==> config.mk <==
export PLATFORM = sky130hd
export DESIGN_NAME = bcld_ctrl
export DESIGN_NICKNAME = d
export VERILOG_FILES = /design/src/verilog/bcld_sync.v /design/src/verilog/bcld_ctrl.v
export VERILOG_INCLUDE_DIRS = /design/src /design/src/verilog
export SDC_FILE = /design/constraint.sdc
export NUM_CORES = 1
export LEC_CHECK = 0
export BUFFER_PORTS_ARGS = -buffer_cell sky130_fd_sc_hd__buf_2
export CAP_MARGIN = 15
export CORE_UTILIZATION = 50
export DETAILED_ROUTE_END_ITERATION = 10
export PLACE_DENSITY = 0.75
export SYNTH_ARGS = -nofsm -noshare
export SYNTH_HDL_FRONTEND = slang
export SYNTH_SLANG_ARGS = --single-unit
==> constraint.sdc <==
create_clock -name clk_sys -period 4.4 [get_ports clk_sys]
set_clock_uncertainty 0.05 [all_clocks]
set_input_delay 0.66 -clock clk_sys [delete_from_list [all_inputs] [get_ports clk_sys]]
set_output_delay 0.66 -clock clk_sys [all_outputs]
set_load 0.005 [all_outputs]
==> src/verilog/bcld_regs.vh <==
// register offsets, field positions, reset values and timing counts
`ifndef BCLD_REGS_VH
`define BCLD_REGS_VH

// ------------------------------------------------------------------
// register byte offsets
// ------------------------------------------------------------------
`define BCLD_CTRL_OFS 12'h000
`define BCLD_LIMIT_OFS 12'h004
`define BCLD_DEMAND_OFS 12'h008
`define BCLD_RDBK_OFS 12'h00C
`define BCLD_STAT_OFS 12'h010
`define BCLD_IRQST_OFS 12'h014
`define BCLD_IRQMSK_OFS 12'h018
`define BCLD_CURR_OFS 12'h01C

// ------------------------------------------------------------------
// control register fields
// ------------------------------------------------------------------
`define BCLD_CTRL_RUN 0
`define BCLD_CTRL_BRAKE 1
`define BCLD_CTRL_CURMODE 2
`define BCLD_CTRL_RBSEL_LO 4
`define BCLD_CTRL_RBSEL_HI 6
`define BCLD_CTRL_RESET 32'h00000000

// ------------------------------------------------------------------
// limit register fields: max threshold select, scale select and gain
// ------------------------------------------------------------------
`define BCLD_LIM_MIT_LO 0
`define BCLD_LIM_MIT_HI 1
`define BCLD_LIM_SCL_LO 4
`define BCLD_LIM_SCL_HI 7
`define BCLD_LIM_GAIN_LO 8
`define BCLD_LIM_GAIN_HI 9
`define BCLD_LIMIT_RESET 32'h000000F3

// ------------------------------------------------------------------
// readback select codes and interrupt bits
// ------------------------------------------------------------------
`define BCLD_RBS_SUPPLY_CUR 3'h2
`define BCLD_RBS_DEMAND 3'h5
`define BCLD_IRQ_OVERCUR 0
`define BCLD_IRQ_PULLDOWN 1

// ------------------------------------------------------------------
// timing
// ------------------------------------------------------------------
`define BCLD_CLK_MHZ 200
`define BCLD_AVG_SHIFT 4

`endif

==> src/verilog/bcld_sync.v <==
// three-stage synchroniser with agreement check for pin inputs
`timescale 1ns/100ps
`default_nettype none

module bcld_sync #(
  parameter RESET_VAL = 1'b1
) (
  input wire clk_sys,
  input wire rstn,
  input wire pinIn,
  output reg pinOut
);

  reg stage1Reg; // first flop, read only by stage2Reg
  reg stage2Reg; // second flop
  reg stage3Reg; // third flop

  // shift chain; level moves only when stages two and three agree
  always @(posedge clk_sys or negedge rstn) begin
    if (!rstn) begin
      stage1Reg <= RESET_VAL;
      stage2Reg <= RESET_VAL;
      stage3Reg <= RESET_VAL;
      pinOut <= RESET_VAL;
    end else begin
      stage1Reg <= pinIn;
      stage2Reg <= stage1Reg;
      stage3Reg <= stage2Reg;
      if (stage2Reg == stage3Reg) begin
        pinOut <= stage3Reg;
      end
    end
  end

endmodule
`default_nettype wire

==> src/verilog/bcld_ctrl.v <==
// brake, current limit, over-current flag and line pull-down control
`timescale 1ns/100ps
`default_nettype none
`include "bcld_regs.vh"

// Functional notes
// - run and brake: all low sides on
// - flag PWM logic when current exceeds limit
// - speed modes: limit is max times scale
// - current mode: limit from demand top five bits
// - report filtered average current count
// - pull-down active while control input low
// - undriven control input reads high
// - fault output may drive pull-down control input
// - readback select two shows supply current
module bcld_ctrl #(
  parameter SENSE_W = 10
) (
  input wire clk_sys,
  input wire rstn,
  input wire psel,
  input wire penable,
  input wire pwrite,
  input wire [11:0] paddr,
  input wire [31:0] pwdata,
  input wire [3:0] pstrb,
  output reg [31:0] prdata,
  output reg pready,
  output reg pslverr,
  input wire [SENSE_W-1:0] senseLevel,
  input wire [2:0] pwmPhaseHigh,
  input wire [2:0] pwmPhaseLow,
  input wire line_pulldown_control_in,
  input wire faultCondition,
  output reg [2:0] gateHigh,
  output reg [2:0] gateLow,
  output reg overCurrent,
  output reg linPulldownEn,
  output reg fault_indicator_out,
  output reg irq
);

  // ----------------------------------------------------------------
  // registers
  // ----------------------------------------------------------------
  reg [31:0] ctrlReg; // run, brake, mode, readback select
  reg [31:0] limitReg; // threshold select, scale, gain
  reg [9:0] demandReg; // ten-bit demand input
  reg [1:0] irqStatReg; // sticky events
  reg [1:0] irqMaskReg; // interrupt enables
  reg [SENSE_W+`BCLD_AVG_SHIFT-1:0] avgAccReg; // filter accumulator
  reg [9:0] supplyCurReg; // average current readback count
  reg [SENSE_W-1:0] limitReg2; // computed threshold
  reg overCurPrevReg; // edge detect of flag
  reg pullPrevReg; // edge detect of pull-down

  // decoded fields and bus qualifiers
  wire ltxSync; // synchronised control input
  wire runBit;
  wire brakeBit;
  wire curMode;
  wire [2:0] rbSel;
  wire [1:0] mitSel;
  wire [3:0] sclSel;
  wire apbWrite;
  wire apbRead;
  wire [1:0] events;
  wire [31:0] demandMerged; // demand word after byte-lane merge
  // combinational results
  reg [9:0] readbackVal;
  reg [SENSE_W-1:0] maxThr;
  reg [SENSE_W+3:0] prodScl;
  reg [SENSE_W+4:0] prodDem;
  reg [SENSE_W-1:0] limitNext;
  reg [31:0] rdNext;
  reg decErr;

  // field extraction from the control and limit words
  assign runBit = ctrlReg[`BCLD_CTRL_RUN];
  assign brakeBit = ctrlReg[`BCLD_CTRL_BRAKE];
  assign curMode = ctrlReg[`BCLD_CTRL_CURMODE];
  assign rbSel = ctrlReg[`BCLD_CTRL_RBSEL_HI:`BCLD_CTRL_RBSEL_LO];
  assign mitSel = limitReg[`BCLD_LIM_MIT_HI:`BCLD_LIM_MIT_LO];
  assign sclSel = limitReg[`BCLD_LIM_SCL_HI:`BCLD_LIM_SCL_LO];
  // writes act at the access edge; reads are captured at the setup edge
  assign apbWrite = psel & penable & pwrite;
  assign apbRead = psel & ~penable & ~pwrite;

  // merge byte lanes of a write into an old word
  function [31:0] laneMerge;
    input [31:0] oldVal;
    input [31:0] newVal;
    input [3:0] strb;
    integer i;
    begin
      // lanes without a strobe keep their old byte
      laneMerge = oldVal;
      for (i = 0; i < 4; i = i + 1) begin
        if (strb[i]) begin
          laneMerge[i*8 +: 8] = newVal[i*8 +: 8];
        end
      end
    end
  endfunction

  // demand write: lanes merged into the zero-extended ten-bit word
  assign demandMerged = laneMerge({22'h000000, demandReg}, pwdata,
                                  pstrb);

  // ----------------------------------------------------------------
  // pin input synchroniser; reset value high as if pulled up
  // ----------------------------------------------------------------
  // the pin is outside the clock domain; a level change is accepted
  // only once the second and third stages agree
  bcld_sync #(
    .RESET_VAL(1'b1)
  ) uSyncLtx (
    .clk_sys(clk_sys),
    .rstn(rstn),
    .pinIn(line_pulldown_control_in),
    .pinOut(ltxSync)
  );

  // ----------------------------------------------------------------
  // threshold computation
  // ----------------------------------------------------------------
  always @* begin
    // codes stand for fixed fractions, chosen freely for this block
    // max threshold as fraction of full scale, by select code
    case (mitSel)
      2'h0: maxThr = {2'b00, {(SENSE_W-2){1'b1}}};
      2'h1: maxThr = {1'b0, 1'b1, {(SENSE_W-2){1'b0}}};
      2'h2: maxThr = {1'b1, {(SENSE_W-1){1'b0}}} - 1'b1;
      default: maxThr = {SENSE_W{1'b1}};
    endcase
    // scale in sixteenths: (code+1)/16
    prodScl = maxThr * ({1'b0, sclSel} + 5'h01);
    // demand top five bits as a ratio of 32
    prodDem = maxThr * demandReg[9:5];
    // both products keep every bit, so the cut below only drops the
    // fractional part of the scale or demand ratio
    if (curMode) begin
      limitNext = prodDem[SENSE_W+4:5];
    end else begin
      limitNext = prodScl[SENSE_W+3:4];
    end
  end

  // ----------------------------------------------------------------
  // readback mux
  // ----------------------------------------------------------------
  // ten-bit word chosen by the readback select field
  always @* begin
    if (rbSel == `BCLD_RBS_SUPPLY_CUR) begin
      readbackVal = supplyCurReg;
    end else if (rbSel == `BCLD_RBS_DEMAND) begin
      readbackVal = demandReg;
    end else begin
      readbackVal = 10'h000;
    end
  end

  // ----------------------------------------------------------------
  // read data decode
  // ----------------------------------------------------------------
  always @* begin
    // defaults give zero data and no error; the last branch flags unmapped addresses
    rdNext = 32'h00000000;
    decErr = 1'b0;
    if (paddr == `BCLD_CTRL_OFS) begin
      rdNext = {25'h0000000, ctrlReg[6:0]};
    end else if (paddr == `BCLD_LIMIT_OFS) begin
      rdNext = {22'h000000, limitReg[9:0]};
    end else if (paddr == `BCLD_DEMAND_OFS) begin
      rdNext = {22'h000000, demandReg};
    end else if (paddr == `BCLD_RDBK_OFS) begin
      rdNext = {22'h000000, readbackVal};
    end else if (paddr == `BCLD_STAT_OFS) begin
      rdNext = {28'h0000000, fault_indicator_out, linPulldownEn,
                overCurrent, ltxSync};
    end else if (paddr == `BCLD_IRQST_OFS) begin
      rdNext = {30'h00000000, irqStatReg};
    end else if (paddr == `BCLD_IRQMSK_OFS) begin
      rdNext = {30'h00000000, irqMaskReg};
    end else if (paddr == `BCLD_CURR_OFS) begin
      rdNext = {22'h000000, supplyCurReg};
    end else begin
      decErr = 1'b1;
    end
  end

  // ----------------------------------------------------------------
  // APB slave: one wait-free access phase
  // ----------------------------------------------------------------
  always @(posedge clk_sys or negedge rstn) begin
    if (!rstn) begin
      ctrlReg <= `BCLD_CTRL_RESET;
      limitReg <= `BCLD_LIMIT_RESET;
      demandReg <= 10'h000;
      irqMaskReg <= 2'h0;
      prdata <= 32'h00000000;
      pready <= 1'b0;
      pslverr <= 1'b0;
    end else begin
      // ready raised during setup so access phase completes at once
      pready <= psel & ~penable;
      pslverr <= psel & ~penable & decErr;
      // read data is captured at the setup edge so that it stands in
      // the access cycle, when the master samples it with pready
      if (apbRead) begin
        prdata <= rdNext;
      end
      // refused writes change nothing; irq status is cleared in its own block, other words are read-only
      if (apbWrite && !decErr) begin
        if (paddr == `BCLD_CTRL_OFS) begin
          ctrlReg <= laneMerge(ctrlReg, pwdata, pstrb);
        end else if (paddr == `BCLD_LIMIT_OFS) begin
          limitReg <= laneMerge(limitReg, pwdata, pstrb);
        end else if (paddr == `BCLD_DEMAND_OFS) begin
          demandReg <= demandMerged[9:0];
        end else if (paddr == `BCLD_IRQMSK_OFS) begin
          irqMaskReg <= pwdata[1:0];
        end
      end
    end
  end

  // ----------------------------------------------------------------
  // sticky interrupt status, set wins over write-one-to-clear
  // ----------------------------------------------------------------
  // rising edges of the flag and the pull-down; the previous values
  // reset low like their sources, so no false edge follows reset
  assign events = {linPulldownEn & ~pullPrevReg,
                   overCurrent & ~overCurPrevReg};

  always @(posedge clk_sys or negedge rstn) begin
    if (!rstn) begin
      irqStatReg <= 2'h0;
      overCurPrevReg <= 1'b0;
      pullPrevReg <= 1'b0;
      irq <= 1'b0;
    end else begin
      overCurPrevReg <= overCurrent;
      pullPrevReg <= linPulldownEn;
      if (apbWrite && paddr == `BCLD_IRQST_OFS) begin
        irqStatReg <= (irqStatReg & ~pwdata[1:0]) | events;
      end else begin
        irqStatReg <= irqStatReg | events;
      end
      // level output, one cycle behind the status and mask bits
      irq <= |(irqStatReg & irqMaskReg);
    end
  end

  // ----------------------------------------------------------------
  // current comparator, average filter and gate drive
  // ----------------------------------------------------------------
  always @(posedge clk_sys or negedge rstn) begin
    if (!rstn) begin
      // gates off and fault output inactive while in reset
      limitReg2 <= {SENSE_W{1'b0}};
      avgAccReg <= {(SENSE_W+`BCLD_AVG_SHIFT){1'b0}};
      supplyCurReg <= 10'h000;
      overCurrent <= 1'b0;
      gateHigh <= 3'h0;
      gateLow <= 3'h0;
      linPulldownEn <= 1'b0;
      fault_indicator_out <= 1'b1;
    end else begin
      // threshold registered once to break the multiplier path
      limitReg2 <= limitNext;
      // over-current is a plain level; the pwm logic outside decides
      // what to do with it
      overCurrent <= (senseLevel > limitReg2);
      // first-order filter: acc += x - acc/16
      // steady state holds sixteen times the input, so the top ten
      // bits of the accumulator are the average count
      avgAccReg <= avgAccReg + senseLevel
                   - avgAccReg[SENSE_W+`BCLD_AVG_SHIFT-1:`BCLD_AVG_SHIFT];
      supplyCurReg <= avgAccReg[SENSE_W+`BCLD_AVG_SHIFT-1:
                                `BCLD_AVG_SHIFT+SENSE_W-10];
      // brake overrides pwm requests, but only while run is set
      if (!runBit) begin
        gateHigh <= 3'h0;
        gateLow <= 3'h0;
      end else if (brakeBit) begin
        gateHigh <= 3'h0;
        gateLow <= 3'h7;
      end else begin
        // high side masked where the same phase asks for its low side
        gateHigh <= pwmPhaseHigh & ~pwmPhaseLow;
        gateLow <= pwmPhaseLow;
      end
      // pull-down follows the synchronised pin; a low pin turns it on
      linPulldownEn <= ~ltxSync;
      // active-low fault output; may be wired to the control input
      fault_indicator_out <= ~faultCondition;
    end
  end

endmodule
`default_nettype wire

== Word-level counts from Yosys, hierarchy flattened ==
Index checks and enable logic that the tools add are counted.

* Register bits: 115
* Logic and storage cells: 103

* Add/subtract/negate cells: 3
* Multipliers: 2
* $lt $le $gt $ge: 1
* Equality and inequality tests: 12
* Mux-type cells: 25
* Bitwise operators: 23
* Reductions and logical operators: 12

{| class="wikitable"
|+ Operators by type and width
! operator !! number
|-
| $mux 10 || 11
|-
| $eq 12x5->1 const B || 4
|-
| $pmux 10 s3 || 1
|-
| $eq 12x4->1 const B || 2
|-
| $mul 10x5->15 || 1
|-
| $reduce_and 5->1 || 3
|-
| $add 14x10->14 || 1
|-
| $mul 10x5->14 || 1
|-
| $sub 14x10->14 || 1
|-
| $eq 12x3->1 const B || 1
|-
| $logic_not 12->1 || 1
|-
| $mux 3 || 4
|-
| $gt 10x10->1 || 1
|-
| $not 1->1 || 9
|-
| $mux 1 || 8
|-
| $reduce_and 4->1 || 2
|-
| $and 1x1->1 || 7
|-
| $add 4x1->5 const B || 1
|-
| $and 2x2->2 || 2
|-
| $or 2x2->2 || 2
|-
| $and 3x3->3 || 1
|-
| $eq 3x2->1 const B || 1
|-
| $eq 3x3->1 const B || 1
|-
| $not 3->3 || 1
|-
| other kinds (10) || 11
|}

== Logic depth before layout (Yosys ltp) ==
Gate-level depths: netlist (run 1).

* Word-level depth: 12
* Depth in mapped cells: 19
* Gate-level depth less buffers: 18

== Modules after synthesis ==
From an unflattened synthesis (run 1), not the netlist that was laid out.

* Cells, all modules: 701
* Area, all modules: 7010.5 um2

{| class="wikitable"
|+ By module, submodules not included
! module !! instances !! cells an instance !! area an instance (um2) !! seq. area each (um2)
|-
| bcld_ctrl || 1 || 696 || 6894.1 || 2235.9
|-
| bcld_sync || 1 || 5 || 116.4 || 105.1
|}

== Worst setup path after synthesis (run 1) ==
Ideal clock, no wire load.

* Path type: register to register
* Start: reg limitReg[1]
* End: reg limitReg2[6]
* Library setup time: 0.137 ns
* Arrival time: 4.582 ns
* Required time: 4.213 ns
* Setup slack: -0.369 ns
* Cell stages (with the launch flop): 16
* Buffers on the path: 1
* Clock period less this slack: 4.769 ns
* Cell sequence: dfstp_2 clkbuf_1 nand2b_1 nand2_1 fa_1 inv_1 fa_1 fa_1 ha_1 or4_1 o21ai_1 a211oi_2 o21a_1 nor2_1 xor2_1 a21oi_1

* Longest elaborated chain between the ends: 4
* Elaborated cells on any way between the ends: 7

{| class="wikitable"
|+ RTL lines
! what !! line !! source
|-
| from (decl) || bcld_ctrl.v:47 || <nowiki>reg [31:0] limitReg;</nowiki>
|-
| from (signal assigned) || bcld_ctrl.v:198 || <nowiki>limitReg <= `BCLD_LIMIT_RESET;</nowiki>
|-
| from (signal assigned) || bcld_ctrl.v:218 || <nowiki>limitReg <= laneMerge(limitReg, pwdata, pstrb);</nowiki>
|-
| $eq 2x2->1 (tied with other cells) || bcld_ctrl.v:130 || <nowiki>case (mitSel)</nowiki>
|-
| $pmux 10 s3 * || bcld_ctrl.v:130 ||
|-
| $mul 10x5->14 or $mul 10x5->15 (tied branches) || bcld_ctrl.v:137, bcld_ctrl.v:139 ||
|-
| $mux 10 * || bcld_ctrl.v:142 || <nowiki>if (curMode) begin</nowiki>
|-
| net limitNext[6] || bcld_ctrl.v:74 || <nowiki>reg [SENSE_W-1:0] limitNext;</nowiki>
|-
| to (signal assigned) || bcld_ctrl.v:261 || <nowiki>limitReg2 <= {SENSE_W{1'b0}};</nowiki>
|-
| to (signal assigned) || bcld_ctrl.v:271 || <nowiki>limitReg2 <= limitNext;</nowiki>
|-
| to (decl) || bcld_ctrl.v:53 || <nowiki>reg [SENSE_W-1:0] limitReg2;</nowiki>
|}

Mark *: on every way through the listed nets, which the timed path passes. The rest lies on a longest branch.
A chain may end at the register's enable or synchronous reset.

== Final worst setup path (run 1) ==
Ends and elaborated chain as after synthesis.

==> results of run 1 <==
-- state kept, by name, summed over array words and instances, names as in the netlist, 2 cells and up --
register / flops
demandReg: 10
prdata: 10
gateHigh: 3
ctrlReg: 7
irqMaskReg: 2
irqStatReg: 2
gateLow: 3
supplyCurReg: 10
avgAccReg: 14
limitReg2: 10
limitReg: 10
-- timing repair --
| item | in CTS | in global routing |
|---|---|---|
| buffers inserted | 0 | 7 |
| pin swaps | 0 | 24 |
| hold buffers | 0 | 0 |
| endpoints found under the setup margin | 2 | 8 |
| cloned | 0 | 0 |
| resized for setup | 6 | 31 |
-- cells by family after synthesis --
| group | after synthesis |
|---|---|
| other cells | 1 |
| simple gates | 159 |
| fa+ha+maj | 101 |
| mux | 34 |
| xor+xnor | 35 |
| buf+inv | 137 |
| compound gates | 135 |
| flops | 93 |
-- power breakdown --
group	internal (mW)	switching (mW)
Sequential	1.03	0.107
Clock	0.519	0.331
Combinational	0.703	0.823
Total	2.25	1.26
-- per-layer routing --
| metal | vias to the layer above | part of all wire (%) | global-route usage [%] |
|---|---|---|---|
| met5 | - | 0 | 0 |
| met4 | 0 | 1.4 | 6.48 |
| met3 | 25 | 5.9 | 4.56 |
| met2 | 156 | 49 | 38.3 |
| met1 | 2616 | 43 | 28.4 |
| li1 | 2524 | - | - |
-- how the worst max path moves through the flow --
stage,to,cells past startpoint,slack (ns),start
after CTS,limitReg2[6]$_DFF_PN0_,14,0.0005,limitReg[1]$_DFFE_PN1P_
final,limitReg2[6]$_DFF_PN0_,14,0.009,limitReg[1]$_DFFE_PN1P_
after global routing,limitReg2[6]$_DFF_PN0_,14,-0.11,limitReg[1]$_DFFE_PN1P_
after floorplan,limitReg2[6]$_DFF_PN0_,15,-0.01,limitReg[1]$_DFFE_PN1P_
after detailed placement,limitReg2[6]$_DFF_PN0_,14,-0.06,limitReg[1]$_DFFE_PN1P_
after global placement,limitReg2[6]$_DFF_PN0_,14,-0.004,limitReg[1]$_DFFE_PN1P_
-- metrics by stage --
| stage | worst slack, ns | area, um2 |
|---|---|---|
| detailed placement | -0.0588 | 7530 |
| global placement | -0.00371 | 7530 |
| global route | -0.114 | 8080 |
| floorplan | -0.0119 | 7070 |
| finish | 0.00934 | 8080 |
| CTS | 0.000478 | 7890 |
-- critical path, cell delays in order, from the launching register on --
cell	delay [ns]
dfstp_2	0.53
nand2b_4	0.16
nand2_4	0.06
fa_2	0.60
inv_2	0.05
fa_2	0.63
fa_2	0.48
ha_4	0.20
or4_4	0.55
o21ai_4	0.20
a211oi_4	0.07
o21a_1	0.22
nor2_2	0.15
xor2_2	0.21
a21oi_1	0.09
-- layout make-up --
class / count / area (um2)
clock buffer: 10 / 239
clock inverter: 6 / 93.8
fill: 1098 / 5320
inverter: 98 / 368
multi-input combinational: 486 / 4270
sequential: 93 / 2340
tap: 176 / 220
timing repair buffer: 95 / 549
-- cell usage in the layout, fill, tap and decap left out, types with 5 or more instances in the layout --
cell	netlist	layout
buf_2	1	67
o21ai_0	18	16
a31oi_1	8	8
clkbuf_16	0	9
fa_1	31	27
ha_1	69	64
nand2_2	3	8
inv_1	98	97
nor2b_1	8	8
conb_1	1	22
mux2_1	27	27
and3_1	8	8
o21ai_1	9	8
nand3_1	15	14
a21oi_1	36	34
a21o_1	6	6
nand4_1	5	5
xnor2_1	23	23
xor2_1	12	10
a22oi_1	8	8
buf_4	22	27
o21a_1	12	12
nor3_1	9	8
dfstp_2	11	11
o21bai_1	6	5
nor2_1	40	39
dfrtp_1	82	82
nand2_1	37	31
==> impl_metrics.ini, run 1 <==
[status]
status = finished clean

[critical_path]
r2r_cells = 14
r2r_slack_ns = 0.009
criticalPathCategory = flip-flop to flip-flop
endpoint_kind = flip-flop
reg2reg_to = limitReg2[6]$_DFF_PN0_
r2r_start = limitReg[1]$_DFFE_PN1P_
critPathRequiredTime_ns = 4.55
crit_fanout = 5
cp.arrival_ns = 4.54
crit_path_start_kind = flip-flop

[synthesis]
async_reset_ff_share_pct = 100
synth_most_common_cell = inv_1
synth_mux_area_share_pct = 5.79
yosysTopAreaCellShare_pct = 29.5
synthCells = 695
ys_types = 72
yosysSeqAreaShare_pct = 33.6
synth-xor-area-share_pct = 4.41
synth_area_mm2 = 0.00696
ys_ff_latch = 93
synth_area_leaders = dfrtp_1 29%, ha_1 12%, fa_1 8.9%
synth_common_cells = 98 x inv_1, 82 x dfrtp_1, 69 x ha_1
avgSynthCellArea_um2 = 10.0
synth_top_family_by_area = adder cells
synth_flop_cell = dfrtp_1
synth-edff-count = 0
yosys.area_share.adder_pct = 21.5
ys_warn_count = 0
synth_compound_area_share_pct = 13.4
yosysTopAreaCell = dfrtp_1
synth-simple-area-share_pct = 12.4

[worst_hold_path]
holdPathStages = 0
hp-start = uSyncLtx.stage1Reg$_DFF_PN1_
hold_end = uSyncLtx.stage2Reg$_DFF_PN1_
worstHoldPathType = flip-flop to flip-flop

[finish]
antenna_cells = 0
postLayoutCoreUtil_pct = 60.3
area_growth_pct = 16.1
nNetsFinal = 954
layout-drive-gt1-share_pct = 23.0
final_cells = 964

[clock_tree]
cts_num_sinks = 93
root_buffer = clkbuf_16
clkTransAtPathRegs_ns = 0.06
cts_tree = done
clk_latency_ns = 0.34
numCtsBuffers = 9
htreeDepth = 3
clk_path_buf_depth = 2

[drt]
drtIter0Drc = 318
wire_per_inst_um = 15.8
first_pass_iters = 5
drt-total-wl_mm = 15.2
ant_nets = 0
via_per_inst = 5.52
routed-via-count = 5321
route.detailed.drc = 0

[timing]
slew_headroom_pct = 42.8
rsz0062_at_grt = yes
hold_viol = 0
fin_tns_setup_ns = 0
tightest_slew_ns = 0.859
fin_crit_sh_pct = 99.8
finalSetupViolCount = 0
period_minus_slack_ns = 4.39
slew_violations = 0
hold_slack_ns = 0.304
fmax_mhz = 228

[die]
chipWidth_um = 120
std_cell_rows = 42
coreArea_mm2 = 0.0134
io-pin-count = 115
dieHeight_um = 120
start_util_pct = 51.9
dieArea_mm2 = 0.0144

[global_route]
overflow = 0
grt_util_all_layers_pct = 22.4
grt_max_degree = 69
first_global_vias = 5416
antenna_found_initial = 0
grt_pass1_wl_mm = 25.4

[power_and_ir_drop]
power_density_mw_per_mm2 = 434
total_power_mw = 3.51
power_leakage_nw = 4.10
irDropWorstVdd_mv = 0.549

[place]
portBuffers = 68
dpl.hpwl_mm = 11.8
numPlacedInstances = 941
gp_congestion = 0.901

[flow_run]
maxCapViolCount = 0
(Power assumes the default switching activity.)
==> inputs of run 2 (changes only) <==
PLACE_DENSITY = 0.84   (was 0.75)
SETUP_SLACK_MARGIN = 0.15   (was default)
==> run 2 against run 1 <==
  * The run now ends with setup timing left
  * Worst hold slack better by 0.0061 ns
  * Sequential share of layout area down 0.74 points
  * Via count rose by 3.2%
  * Register-to-register slack got worse by 0.02 ns
==> impl_metrics.ini, run 2 (synthesis results as in run 1) <==
[power_and_ir_drop]
power_density_mw_per_mm2 = 417
irDropWorstVdd_mv = 0.588
total_power_mw = 3.46
power_leakage_nw = 4.16

[finish]
stdcell_area_mm2 = 0.00829
largest_reg_flops = 14
area_growth_pct = 19.2
nNetsFinal = 969
postLayoutCoreUtil_pct = 61.9
layout-drive-gt1-share_pct = 25.4
antenna_cells = 0
fillerInstances = 1020
final_cell_mix = 96 x inv_1, 82 x dfrtp_1, 67 x buf_2, 58 x ha_1, 42 x buf_4
regMostFlops = avgAccReg
final_common_cell = inv_1

[critical_path]
cpMostUsedCell = a21o_1
critPathRequiredTime_ns = 4.57
crit_buf_inv = 3
cp.arrival_ns = 4.57
endpoint_kind = flip-flop
path_delay_family = adder cells
path_cells = nand2b_4 > nand2_4 > fa_2 > buf_4 > buf_4 > fa_1 > fa_1 > inv_1 > ha_1 > a21o_1 > a21o_1 > a21o_1 > a221oi_2 > xnor2_1 > nand2_1 > o41ai_2
crit_path_start_kind = flip-flop
crit_fanout = 6
slowest_delay_ns = 0.53
criticalPathCategory = flip-flop to flip-flop
slowest_stage = dfstp_2

[clock_tree]
clk_path_buf_depth = 2
numCtsBuffers = 9
clkTransAtPathRegs_ns = 0.06
clk_latency_ns = 0.34
cts_num_sinks = 93
cts_hold_buf = 0
root_buffer = clkbuf_16
htreeDepth = 3
cts_tree = done

[place]
portBuffers = 68
gp_congestion = 0.875
dpl.hpwl_mm = 11.7
post-place-ws_ns = -0.0556
place_area_mm2 = 0.00753

[status]
violations = setup timing
status = finished with violations

[global_route]
first_global_vias = 5465
overflow = 0
grt_pass1_wl_mm = 26.7
grt_max_degree = 67
grt_util_all_layers_pct = 23.7
antenna_found_initial = 0

[die]
dieHeight_um = 120
io-pin-count = 115
chipWidth_um = 120
start_util_pct = 51.9
std_cell_rows = 42
coreArea_mm2 = 0.0134
dieArea_mm2 = 0.0144

[timing]
fmax_mhz = 227
period_minus_slack_ns = 4.41
rsz0062_at_grt = yes
fin_crit_sh_pct = 100
setup_ws_ns = -0.00928
slew_violations = 0
slew_headroom_pct = 45.6
finalSetupViolCount = 1
fin_tns_setup_ns = -0.00928
tightest_slew_ns = 0.816
hold_viol = 0

[drt]
first_pass_iters = 4
drt-total-wl_mm = 17.2
wire_per_inst_um = 17.6
route.detailed.drc = 0
routed-via-count = 5490
via_per_inst = 5.61
ant_nets = 0
drtIter0Drc = 374

[flow_run]
maxCapViolCount = 0

[worst_hold_path]
worstHoldPathType = flip-flop to flip-flop
run 2: final timing paths:
check,from,end,slack [ns],cells past startpoint
hold / removal,uSyncLtx.stage1Reg$_DFF_PN1_,uSyncLtx.stage2Reg$_DFF_PN1_,0.31,0
max in group asynchronous,rstn,irqMaskReg[1]$_DFFE_PN0P_,3.04,2
setup / recovery,limitReg[1]$_DFFE_PN1P_,limitReg2[9]$_DFF_PN0_,-0.009,16
min in group asynchronous,rstn,avgAccReg[4]$_DFF_PN0_,0.36,1
hold reg to reg,uSyncLtx.stage1Reg$_DFF_PN1_,uSyncLtx.stage2Reg$_DFF_PN1_,0.31,0
setup reg to reg,limitReg[1]$_DFFE_PN1P_,limitReg2[9]$_DFF_PN0_,-0.009,16
run 2: power breakdown:
group          switching [mW]  total (mW)  internal (mW)
Sequential              0.111        1.14           1.03
Clock                   0.324       0.766          0.442
Combinational           0.851        1.55          0.703
run 2: final cells by class:
class	instances	area (um2)	share of cell area [%]
Multi-Input combinational cell	486	4410	53.2
Timing Repair Buffer	110	662	7.98
Inverter	98	368	4.44
Clock inverter	5	58.8	0.709
Clock buffer	11	233	2.81
Sequential cell	93	2340	28.2
Tap cell	176	220	2.66
run 2: per-stage QoR:
step / std cells / hold slack (ns)
5_1_grt: 979 / 0.318
2_1_floorplan: 716 / 0.295
3_3_place_gp: 937 / 0.297
3_5_place_dp: 937 / 0.297
6_report: 979 / 0.310
4_1_cts: 965 / 0.310
run 2: routing by layer:
layer  track usage [%]  share of wire, %  vias up
met4              8.05               3.9        0
met3              4.13               5.6       59
met1              30.7                41     2688
li1                  -                 -     2537
met2              40.0                49      206
met5                 0                 0        -
run 2: repair_timing:
action / CTS / global route
pin swaps: 15 / 39
hold endpoints to repair: 0 / 0
gates resized for setup: 22 / 28
setup buffers: 12 / 14
setup endpoints to repair: 6 / 9
gates cloned: 0 / 0
